## src/rtl/cst_pkg.sv

```systemverilog
/*
  Constants and types for the skip-test decode slice of the 4-bit core.
  Assumes a 10-bit instruction word and one instruction cycle per clock.
*/
package cst_pkg;

  // ==========================================================
  // Instruction encodings
  localparam logic [9:0] CST_OPC_VDPD = 10'h293;
  localparam logic [7:0] CST_OPC_MBIT_HI = 8'h08;
  localparam logic [9:0] CST_OPC_CTEST = 10'h3F0;
  localparam logic [9:0] CST_OPC_PTEST_W1 = 10'h024;
  localparam logic [9:0] CST_OPC_PTEST_W2 = 10'h02B;

  // ==========================================================
  // Field positions and limits
  localparam int CST_MBIT_SEL_LSB = 0;
  localparam logic [3:0] CST_Y_MAX = 4'h5;
  localparam int CST_PORT_W = 6;

  // ==========================================================
  // Reset values
  localparam logic CST_VDPD_RST = 1'b0;
  localparam logic CST_SKIP_RST = 1'b0;

  // ==========================================================
  // Types
  typedef enum logic [1:0] {
    CST_ST_RUN = 2'b01,
    CST_ST_PTEST2 = 2'b10
  } cst_state_t;

  typedef enum logic [2:0] {
    CST_OP_NONE = 3'h0,
    CST_OP_MEM = 3'h1,
    CST_OP_CARRY = 3'h2,
    CST_OP_PIN = 3'h3
  } cst_op_t;

endpackage

```

## src/rtl/cst_eval_if.sv

```systemverilog
/*
  Carrier between the skip sequencer and the condition evaluator.
  Assumes both ends sit in the same clock domain.
*/
`timescale 1ns/1ps
`default_nettype none
interface cst_eval_if;
  import cst_pkg::*;
  cst_op_t op;
  logic [1:0] bit_sel;
  logic [3:0] mem_nibble;
  logic carry_flag;
  logic [CST_PORT_W-1:0] port_pins;
  logic [3:0] y_index;
  logic skip_true;

  modport seq (output op, bit_sel, mem_nibble, carry_flag, port_pins, y_index,
    input skip_true);
  modport eval (input op, bit_sel, mem_nibble, carry_flag, port_pins, y_index,
    output skip_true);
endinterface
`default_nettype wire

```

## src/rtl/cst_skip_core.sv

```systemverilog
/*
  Skip-test and detector-enable slice of the 4-bit core decoder.
  Assumes one instruction word is offered per valid cycle, the memory
  nibble at the data pointer, carry and port pins are current in that cycle.
*/
`timescale 1ns/1ps
`default_nettype none
module cst_skip_core
  import cst_pkg::*;
(
  input wire logic mclk_in,
  input wire logic srst_in,
  input wire logic instr_valid_in,
  input wire logic [9:0] instr_in,
  input wire logic [3:0] mem_nibble_in,
  input wire logic carry_flag_in,
  input wire logic [CST_PORT_W-1:0] port_pins_in,
  input wire logic [3:0] y_index_in,
  output logic exec_en_out,
  output logic pc_inc_out,
  output logic skip_pending_out,
  output logic vd_pd_enable_out
);

  // ==========================================================
  // State
  cst_state_t state_q, state_d;
  logic skip_q, skip_d;
  logic vdpd_q, vdpd_d;
  logic live;
  logic ptest2_hit;
  cst_op_t cur_op;
  cst_eval_if ev ();

  cst_skip_eval u_eval (
    .bus(ev.eval)
  );

  // ==========================================================
  // Decode
  // A word is live only when fetched and not being skipped
  assign live = instr_valid_in & ~skip_q;
  assign ptest2_hit = (state_q == CST_ST_PTEST2) && (instr_in == CST_OPC_PTEST_W2);

  always_comb begin
    cur_op = CST_OP_NONE;
    if (live) begin
      if (ptest2_hit) begin
        cur_op = CST_OP_PIN;
      end else if (instr_in[9:2] == CST_OPC_MBIT_HI) begin
        cur_op = CST_OP_MEM;
      end else if (instr_in == CST_OPC_CTEST) begin
        cur_op = CST_OP_CARRY;
      end
    end
  end

  // Operand hookup; carry is only read here, never written back
  assign ev.op = cur_op;
  assign ev.bit_sel = instr_in[CST_MBIT_SEL_LSB +: 2];
  assign ev.mem_nibble = mem_nibble_in;
  assign ev.carry_flag = carry_flag_in;
  assign ev.port_pins = port_pins_in;
  assign ev.y_index = y_index_in;

  // ==========================================================
  // Next state
  always_comb begin
    state_d = state_q;
    skip_d = skip_q;
    vdpd_d = vdpd_q;
    if (instr_valid_in) begin
      state_d = CST_ST_RUN;
      skip_d = 1'b0;
      if (live) begin
        if (cur_op != CST_OP_NONE) begin
          skip_d = ev.skip_true;
        end else if (instr_in == CST_OPC_PTEST_W1) begin
          state_d = CST_ST_PTEST2;
        end else if (instr_in == CST_OPC_VDPD) begin
          vdpd_d = 1'b1;
        end
      end
    end
  end

  // Only registers; reset clears the powerdown keep-alive too
  always_ff @(posedge mclk_in) begin
    if (srst_in) begin
      state_q <= CST_ST_RUN;
      skip_q <= CST_SKIP_RST;
      vdpd_q <= CST_VDPD_RST;
    end else begin
      state_q <= state_d;
      skip_q <= skip_d;
      vdpd_q <= vdpd_d;
    end
  end

  // ==========================================================
  // Outputs
  // Suppressed word still consumes its fetch slot
  assign exec_en_out = live;
  assign pc_inc_out = instr_valid_in;
  assign skip_pending_out = skip_q;
  assign vd_pd_enable_out = vdpd_q;
endmodule
`default_nettype wire

```

## src/rtl/cst_skip_eval.sv

```systemverilog
/*
  Combinational skip condition evaluator.
  Assumes the sequencer presents operands in the cycle the test executes.
*/
`timescale 1ns/1ps
`default_nettype none
module cst_skip_eval
  import cst_pkg::*;
(
  cst_eval_if.eval bus
);

  // ==========================================================
  // Condition select
  // Pins beyond the last valid Y give no skip rather than an X pick
  always_comb begin
    bus.skip_true = 1'b0;
    case (bus.op)
      CST_OP_MEM: begin
        bus.skip_true = ~bus.mem_nibble[bus.bit_sel];
      end
      CST_OP_CARRY: begin
        bus.skip_true = ~bus.carry_flag;
      end
      CST_OP_PIN: begin
        if (bus.y_index <= CST_Y_MAX) begin
          bus.skip_true = ~bus.port_pins[bus.y_index[2:0]];
        end
      end
      default: begin
        bus.skip_true = 1'b0;
      end
    endcase
  end

endmodule
`default_nettype wire

```

## config.mk

```make
export PLATFORM = sky130hd
export DESIGN_NAME = cst_skip_core
export DESIGN_NICKNAME = d
export VERILOG_FILES = /design/src/rtl/cst_pkg.sv /design/src/rtl/cst_eval_if.sv /design/src/rtl/cst_skip_core.sv /design/src/rtl/cst_skip_eval.sv
export SDC_FILE = /design/constraint.sdc
export NUM_CORES = 1
export LEC_CHECK = 0
export CAP_MARGIN = 20
export CORE_AREA = 2 2 39 41
export DETAILED_ROUTE_END_ITERATION = 12
export DIE_AREA = 0 0 41 43
export DONT_BUFFER_PORTS = 1
export PLACE_DENSITY = 0.45
export SLEW_MARGIN = 15
export SYNTH_ARGS = -nofsm -noshare
export SYNTH_HDL_FRONTEND = slang
export SYNTH_SLANG_ARGS = --single-unit
```

## constraint.sdc

```tcl
create_clock -name mclk_in -period 3.89 [get_ports mclk_in]
set_input_delay 0.778 -clock mclk_in [delete_from_list [all_inputs] [get_ports mclk_in]]
set_output_delay 0.778 -clock mclk_in [all_outputs]
set_load 0.01 [all_outputs]
```

Word-level counts from Yosys, hierarchy flattened
Index checks and enable logic that the tools add are counted.
- register bits after elaboration: 4
- bits of input ports: 28
- output and inout port bits: 4
- order comparisons: 3
- equal/unequal tests: 9
- multiplexer cells: 15
- bitwise logic cells: 7
- reductions and logical operators: 3
- operator list (operator ; count):
    10-bit == test, second input constant ; 2
    10-bit by 6-bit == test with 1-bit output, second input constant ; 2
    2-bit two-way mux ; 7
    8-bit by 4-bit == test with 1-bit output, second input constant ; 1
    2-bit == test, second input constant ; 3
    1-bit inverter ; 6
    1-bit two-way mux ; 5
    5-bit AND reduction ; 1
    4-bit by 3-bit less-or-equal comparator with 1-bit output, second input constant ; 1
    3-bit by 4-bit < comparator with 1-bit output, second input constant ; 1
    1-bit binary-select mux with 3-bit select ; 1
    2-bit by 3-bit < comparator with 1-bit output, second input constant ; 1
    1-bit case mux with 3 select lines ; 1
    3-bit nonzero test ; 1
    1-bit binary-select mux with 2-bit select ; 1
    2-bit by 1-bit == test with 1-bit output, second input constant ; 1
    1-bit AND ; 1
    1-bit logical AND ; 1

Longest topological paths before layout
Gate-level depths: netlist of the first run.
- word-level depth: 9
- mapped depth: 4
- gate-level depth less buffers: 4

Modules after synthesis
A second synthesis of the first run with hierarchy kept.
- cells, all modules: 47
- area, all modules: 404.1 µm²
- modules (own cells, without submodules) (module ; instances ; cells an instance ; area each (µm²) ; sequential area each (µm²)):
    cst_skip_core ; 1 ; 36 ; 300.3 ; 80.1
    cst_skip_eval ; 1 ; 11 ; 103.8 ; 0.0

Least setup slack after synthesis of the first run
OpenSTA, ideal clock, no wires.
- path kind: input -> register
- start: input port instr_in[4]
- end: register skip_q (netlist: skip_pending_out)
- library setup time: 0.095 ns
- arrival time: 2.150 ns
- data required time: 3.795 ns
- path slack: 1.645 ns
- stages on the path: 4
- cell sequence: or4b_1 or4b_1 o22a_1 o311ai_1
- cells in the longest elaborated chain, start to end: 9
- elaborated cells between the ends (all ways): 15
- classes of those cells: eq/ne: 6; mux: 7; reduce/logical: 2
- ends and longest elaborated chain (item ; RTL line ; source):
    start: declaration ; cst_skip_core.sv:14 ; input wire logic [9:0] instr_in,
    10-bit == test ; cst_skip_core.sv:52 ; end else if (instr_in == CST_OPC_CTEST) begin
    2-bit two-way mux ; cst_skip_core.sv:52 ;
    2-bit two-way mux ; cst_skip_core.sv:50 ; end else if (instr_in[9:2] == CST_OPC_MBIT_HI) begin
    2-bit two-way mux * ; cst_skip_core.sv:48 ; if (ptest2_hit) begin
    2-bit two-way mux * ; cst_skip_core.sv:47 ; if (live) begin
    2-bit == test / 2-bit by 1-bit == test with 1-bit output (equally long branches) ; cst_skip_eval.sv:18 ; case (bus.op)
    1-bit case mux with 3 select lines ; cst_skip_eval.sv:18 ;
    1-bit two-way mux * ; cst_skip_core.sv:76 ; if (cur_op != CST_OP_NONE) begin
    1-bit two-way mux * ; cst_skip_core.sv:75 ; if (live) begin
    end signal: assignment ; cst_skip_core.sv:95 ; skip_q <= skip_d;
    end: declaration ; cst_skip_core.sv:28 ; logic skip_q, skip_d;
Every way passes the cells marked *; elsewhere a longest branch is shown, timed or not.
A chain may end at the register's enable or synchronous reset.

Worst setup path in the final report of the first run
Same ends and word-level chain as after synthesis.

==> impl_metrics.toml, run 1 <==
[worst_hold_path]
min_to = "state_q[1]$_SDFFE_PP0P_"
min_from = "state_q[1]$_SDFFE_PP0P_"
holdCritPathClass = "flip-flop to flip-flop"
hold_depth = 2

[finish]
areaGrowthSynthToFinish_pct = 10.7
final_cell_mix = "dfxtp_1, nor2_1, clkbuf_4"
layout_commonest_cell = "dfxtp_1"
drive_above_1_share = 0.184
antennaDiodeCount = 0
nets = 68
final_util = 0.262

[route]
drtIter0Drc = 11
wire_per_inst_um = 15.5
drt-vias-per-instance = 5.85
drt_wl_total_um = 837
firstDrtPassIters = 3
num_vias = 316
drtAntennaViolNets = 0
drc = 0

[power_and_ir_drop]
worst_ir_drop_vdd_mv = 0.152
p_leak_uw = 0.000112
p_seq_frac = 0.408
p_per_area_nw_per_um2 = 279
combinationalPowerShare = 0.104
p_sw_frac = 0.185
internal-power_uw = 82.5
p_clk_frac = 0.488
p_sw_uw = 18.8

[clock_tree]
cts_setup_buffers = 0
clkTransAtPathRegs_ps = 40
tritoncts = "done"
clk_latency_ps = 230
clkSinkCount = 4
postCtsResizedCells = 0
clk_path_buf_depth = 2
cts_inserted_buffers = 3
h-tree-depth = 1
cts_root_buf = "clkbuf_4"
cts_hold_buf = 0

[placement]
port_buffers = 0
gp_congestion = 0.718

[synthesis]
synth-seq-area-share = 0.244
synth.avg_cell_area_um2 = 9.11
syn_nets = 64
synth_cell_types = 24
synth_area_um2 = 328
ys.warnings.count = 0
synth_cells = 36
ys_seq_elements = 4

[sta]
setup_violations = 0
hold_viol_final = 0
tns_ps = 0
worst_pin_slew_ps = 300
maxSlewHeadroom = 0.797
max_freq_mhz = 485
rsz0062_at_grt = "no"
slew_viol_final = 0
period_share = 0.530
fin_skew_ps = 2.77
period_minus_slack_ps = 2060

[die]
fp-row-count = 14
core_um2 = 1380
dieWidth_um = 41
initial_core_util = 0.237
die_h_um = 43
dieArea_um2 = 1760
io_pins = 32

[outcome]
status = "completed"

[global_route]
grt_use_total = 0.111
antenna_found_initial = 0
grt_overflow = 0
grt_pass1_wl_um = 1290
grt_pass1_vias = 323
grt_max_degree = 6

[run]
cap_violations = 0

[critical_path]
cp.required_ps = 4030
critPathArrivalTime_ps = 2200
regToRegEndpoint = "skip_pending_out$_SDFFE_PP0P_"
rrSetupSlack_ps = 2760
r2r_cells = 4
critPathKind = "input port to flip-flop"
r2r-start = "skip_pending_out$_SDFFE_PP0P_"
crit_path_end_kind = "flip-flop"
cp_max_fo = 2
startpoint_type = "input port"
==> synthesized netlist by cell type <==
| cell type | n | area [um2] |
|---|---|---|
| a21o_1 | 1 | 7.51 |
| a21oi_1 | 1 | 5.00 |
| a22o_1 | 1 | 8.76 |
| and4b_1 | 1 | 10.0 |
| buf_4 | 1 | 7.51 |
| dfxtp_1 | 4 | 80.1 |
| inv_1 | 2 | 7.51 |
| mux2_2 | 1 | 11.3 |
| mux4_2 | 2 | 45.0 |
| nand2_1 | 1 | 3.75 |
| nand2b_1 | 2 | 12.5 |
| nand3_1 | 2 | 10.0 |
| nand3b_1 | 1 | 7.51 |
| nand4_1 | 1 | 6.26 |
| nor2_1 | 3 | 11.3 |
| nor3_1 | 2 | 10.0 |
| nor3b_1 | 1 | 7.51 |
| nor4_1 | 1 | 6.26 |
| nor4b_1 | 2 | 17.5 |
| o2111ai_1 | 1 | 8.76 |
| o22a_1 | 1 | 8.76 |
| o311ai_1 | 1 | 8.76 |
| or2_2 | 1 | 6.26 |
| or4b_1 | 2 | 20.0 |
==> worst max path at each step <==
stage / cells after the start / slack [ps] / endpoint / from
final: 4 / 1830 / skip_pending_out$_SDFFE_PP0P_ / instr_in[4]
after global routing: 4 / 1730 / skip_pending_out$_SDFFE_PP0P_ / instr_in[4]
after CTS: 4 / 1840 / skip_pending_out$_SDFFE_PP0P_ / instr_in[4]
after detailed placement: 4 / 1590 / skip_pending_out$_SDFFE_PP0P_ / instr_in[4]
after global placement: 4 / 1620 / skip_pending_out$_SDFFE_PP0P_ / instr_in[4]
after floorplan: 4 / 1640 / skip_pending_out$_SDFFE_PP0P_ / instr_in[4]
==> sequential cells by signal (all words and copies together) (netlist names) <==
register          flops
skip_pending_out      1
state_q               2
vd_pd_enable_out      1
==> worst max-delay path, stage by stage <==
cell	delay [ps]
or4b_1	540
or4b_1	480
o22a_1	200
o311ai_1	200
==> routing by layer <==
metal  share of wire  GRT usage
met5               0          0
met4           0.016     0.0533
met3            0.14     0.0733
met2            0.48      0.166
met1            0.37      0.114
==> through the flow <==
| step | total power, uW | instances | area (um2) | worst slack, ps | hold slack [ps] |
|---|---|---|---|---|---|
| CTS | 104 | 54 | 363 | 1840 | 468 |
| global placement | 52.2 | 51 | 340 | 1620 | 454 |
| detailed placement | 52.3 | 51 | 340 | 1590 | 462 |
| finish | 101 | 54 | 363 | 1830 | 469 |
| floorplan | 52.4 | 36 | 328 | 1640 | 439 |
| global route | 109 | 54 | 363 | 1730 | 491 |
==> layout make-up <==
| type | instances | area [um2] |
|---|---|---|
| multi-input cells | 29 | 233 |
| fillers | 151 | 1020 |
| flip-flops and latches | 4 | 80.1 |
| clock buffers | 3 | 22.5 |
| inverters | 2 | 7.51 |
| well taps | 16 | 20.0 |
==> power by group through the flow <==
| stage | combinational [uW] | clock [uW] | sequential (uW) |
|---|---|---|---|
| 5_1_grt | 11.4 | 56.5 | 41.2 |
| 3_3_place_gp | 10.3 | 0 | 41.9 |
| 3_5_place_dp | 10.3 | 0 | 41.9 |
| 2_1_floorplan | 10.4 | 0 | 41.9 |
| 6_report | 10.6 | 49.4 | 41.3 |
| 4_1_cts | 10.5 | 52.6 | 41.3 |
==> cell families (layout without fill, tap and decap cells) <==
group | count (synthesis) | in the layout | share of synthesized area
buf+inv | 3 | 5 | 0.0458
mux | 3 | 3 | 0.172
compound gates | 6 | 6 | 0.145
flops | 4 | 4 | 0.244
simple gates | 20 | 20 | 0.393
Power figures use the tool's default switching activity.
==> inputs of run 2 (changes only) <==
ABC_AREA = 1   (was not set)
CORE_AREA = not set   (was 2 2 39 41)
CORE_MARGIN = 2   (was not set)
CORE_UTILIZATION = 35   (was not set)
DIE_AREA = not set   (was 0 0 41 43)
PLACE_DENSITY = 0.56   (was 0.45)
clock period = 2.2 ns   (was 3.89 ns; I/O delays follow)
==> impl_metrics.toml, run 2 <==
[sta]
worst_slack_ps = 946
worst_pin_slew_ps = 316
slew_viol_final = 0
rsz0062_at_grt = "no"
maxSlewHeadroom = 0.789
hold-worst-slack_ps = 264
tns_ps = 0
fin_skew_ps = 5.25
hold_viol_final = 0
period_share = 0.570
period_minus_slack_ps = 1250
setup_violations = 0
max_freq_mhz = 797

[die]
core_um2 = 1270
die_h_um = 40.6
dieWidth_um = 40.6
io_pins = 32
initial_core_util = 0.370
dieArea_um2 = 1650
fp-row-count = 13

[synthesis]
synth_cell_types = 15
synthFlopType = "dfxtp_1"
ys.warnings.count = 0
synth_commonest_cells = "nand2_1, inv_1, nor2_1, nand3_1, dfxtp_1"
synth_area_um2 = 469
synth_top_area_share = 0.288
ys_seq_elements = 4
synth_edf_count = 0
synth-seq-area-share = 0.171
ys_top_cells_by_area = "nand2_1, dfxtp_1, inv_1"
synth_top_cell_by_area = "nand2_1"
synth.avg_cell_area_um2 = 5.05
syn_nets = 121
synthArstFlopShare = 0
yosysMostFrequentCell = "nand2_1"
synth_cells = 93

[critical_path]
regToRegEndpoint = "skip_pending_out$_SDFFE_PP0P_"
r2r-start = "state_q[0]$_SDFFE_PP1P_"
critPathKind = "flip-flop to primary output"
crit_path_end_kind = "primary output"
slowest_stage = "dfxtp_1"
r2r_cells = 9
rrSetupSlack_ps = 1170
crit_chain = "nor2_8"
cp.required_ps = 1760
startpoint_type = "flip-flop"
max_stage_delay_ps = 500
cp_max_fo = 4
cp_num_buf_inv = 0
crit_family = "flip-flops"
critPathArrivalTime_ps = 810

[worst_hold_path]
holdCritPathClass = "input port to flip-flop"
min_to = "skip_pending_out$_SDFFE_PP0P_"
hold_depth = 1
min_from = "srst_in"

[power_and_ir_drop]
p_per_area_nw_per_um2 = 395
worst_ir_drop_vdd_mv = 0.114
p_leak_uw = 0.000280

[finish]
nFillCells = 153
nets = 125
largest_register_ffs = 2
final_cell_mix = "nand2_1, inv_1, nor2_1"
areaGrowthSynthToFinish_pct = 7.20
layout_commonest_cell = "nand2_1"
antennaDiodeCount = 0
drive_above_1_share = 0.0842
regMostFlops = "state_q"

[global_route]
antenna_found_initial = 0
grt_max_degree = 7
grt_use_total = 0.135
grt_overflow = 0
grt_pass1_vias = 433
grt_pass1_wl_um = 1510

[clock_tree]
clkTransAtPathRegs_ps = 40
cts_setup_buffers = 0
h-tree-depth = 1
clk_path_buf_depth = 2
clkSinkCount = 4
clk_latency_ps = 230
postCtsResizedCells = 0
cts_inserted_buffers = 3
tritoncts = "done"
cts_hold_buf = 0
cts_root_buf = "clkbuf_4"

[run]
cap_violations = 0

[placement]
gp_congestion = 0.669
port_buffers = 0
dp_slack_ps = 923
dp_hpwl_um = 868

[route]
drt_wl_total_um = 977
drtAntennaViolNets = 0
drtIter0Drc = 8
firstDrtPassIters = 4
wire_per_inst_um = 8.88
drc = 0
drt-vias-per-instance = 4.82
num_vias = 530

[outcome]
status = "completed"
run 2: layout make-up:
cell class	instances	area [um2]	share of cell area
inverter	20	75.1	0.149
tap	15	18.8	0.0373
sequential	4	80.1	0.159
clock buffer	3	22.5	0.0448
multi-input combinational	68	307	0.609
run 2: worst max-delay path by stage:
stage                                  start                            end  cells after the start
6_report       skip_pending_out$_SDFFE_PP0P_                    exec_en_out                      1
5_1_grt        skip_pending_out$_SDFFE_PP0P_                    exec_en_out                      1
4_1_cts        skip_pending_out$_SDFFE_PP0P_                    exec_en_out                      1
3_3_place_gp                     instr_in[7]  skip_pending_out$_SDFFE_PP0P_                      9
2_1_floorplan                    instr_in[7]  skip_pending_out$_SDFFE_PP0P_                      9
3_5_place_dp                     instr_in[7]  skip_pending_out$_SDFFE_PP0P_                      9
run 2: cells by family (layout without fill, tap and decap cells):
group,Yosys count,after routing,share of synthesized area
simple gates,64,64,0.603
buf+inv,21,23,0.176
compound gates,4,4,0.0507
flops,4,4,0.171
run 2: layer usage:
layer,up-vias,wire length (um),global-route usage
met4,0,0,0.0417
met1,219,395,0.155
li1,287,-,-
met3,0,103,0.0489
met5,-,0,0
met2,24,478,0.230
run 2: through the flow:
stage | util | cells | area (um2) | total power (uW)
after CTS | 0.396 | 110 | 503 | 203
after detailed placement | 0.379 | 107 | 480 | 110
after global routing | 0.396 | 110 | 503 | 217
after floorplan | - | 93 | 469 | 108
after global placement | 0.379 | 107 | 480 | 110
final | 0.396 | 110 | 503 | 199
run 2: worst reg2reg max path, cell delays in order (launching register included):
cell     delay [ps]
dfxtp_1         300
inv_1            50
nand2_1          40
nor2_1          100
nand3_1         110
nor2_1          100
nand2_1          60
nand2_1          60
nand2_1          60
a21oi_2         100
run 2: report_power, final:
group          total (uW)  switching [uW]  internal [uW]
Clock                89.7            28.7           60.9
Combinational        36.1            21.5           14.5
Sequential           73.0          0.0678           73.0
Total                 199            50.3            148
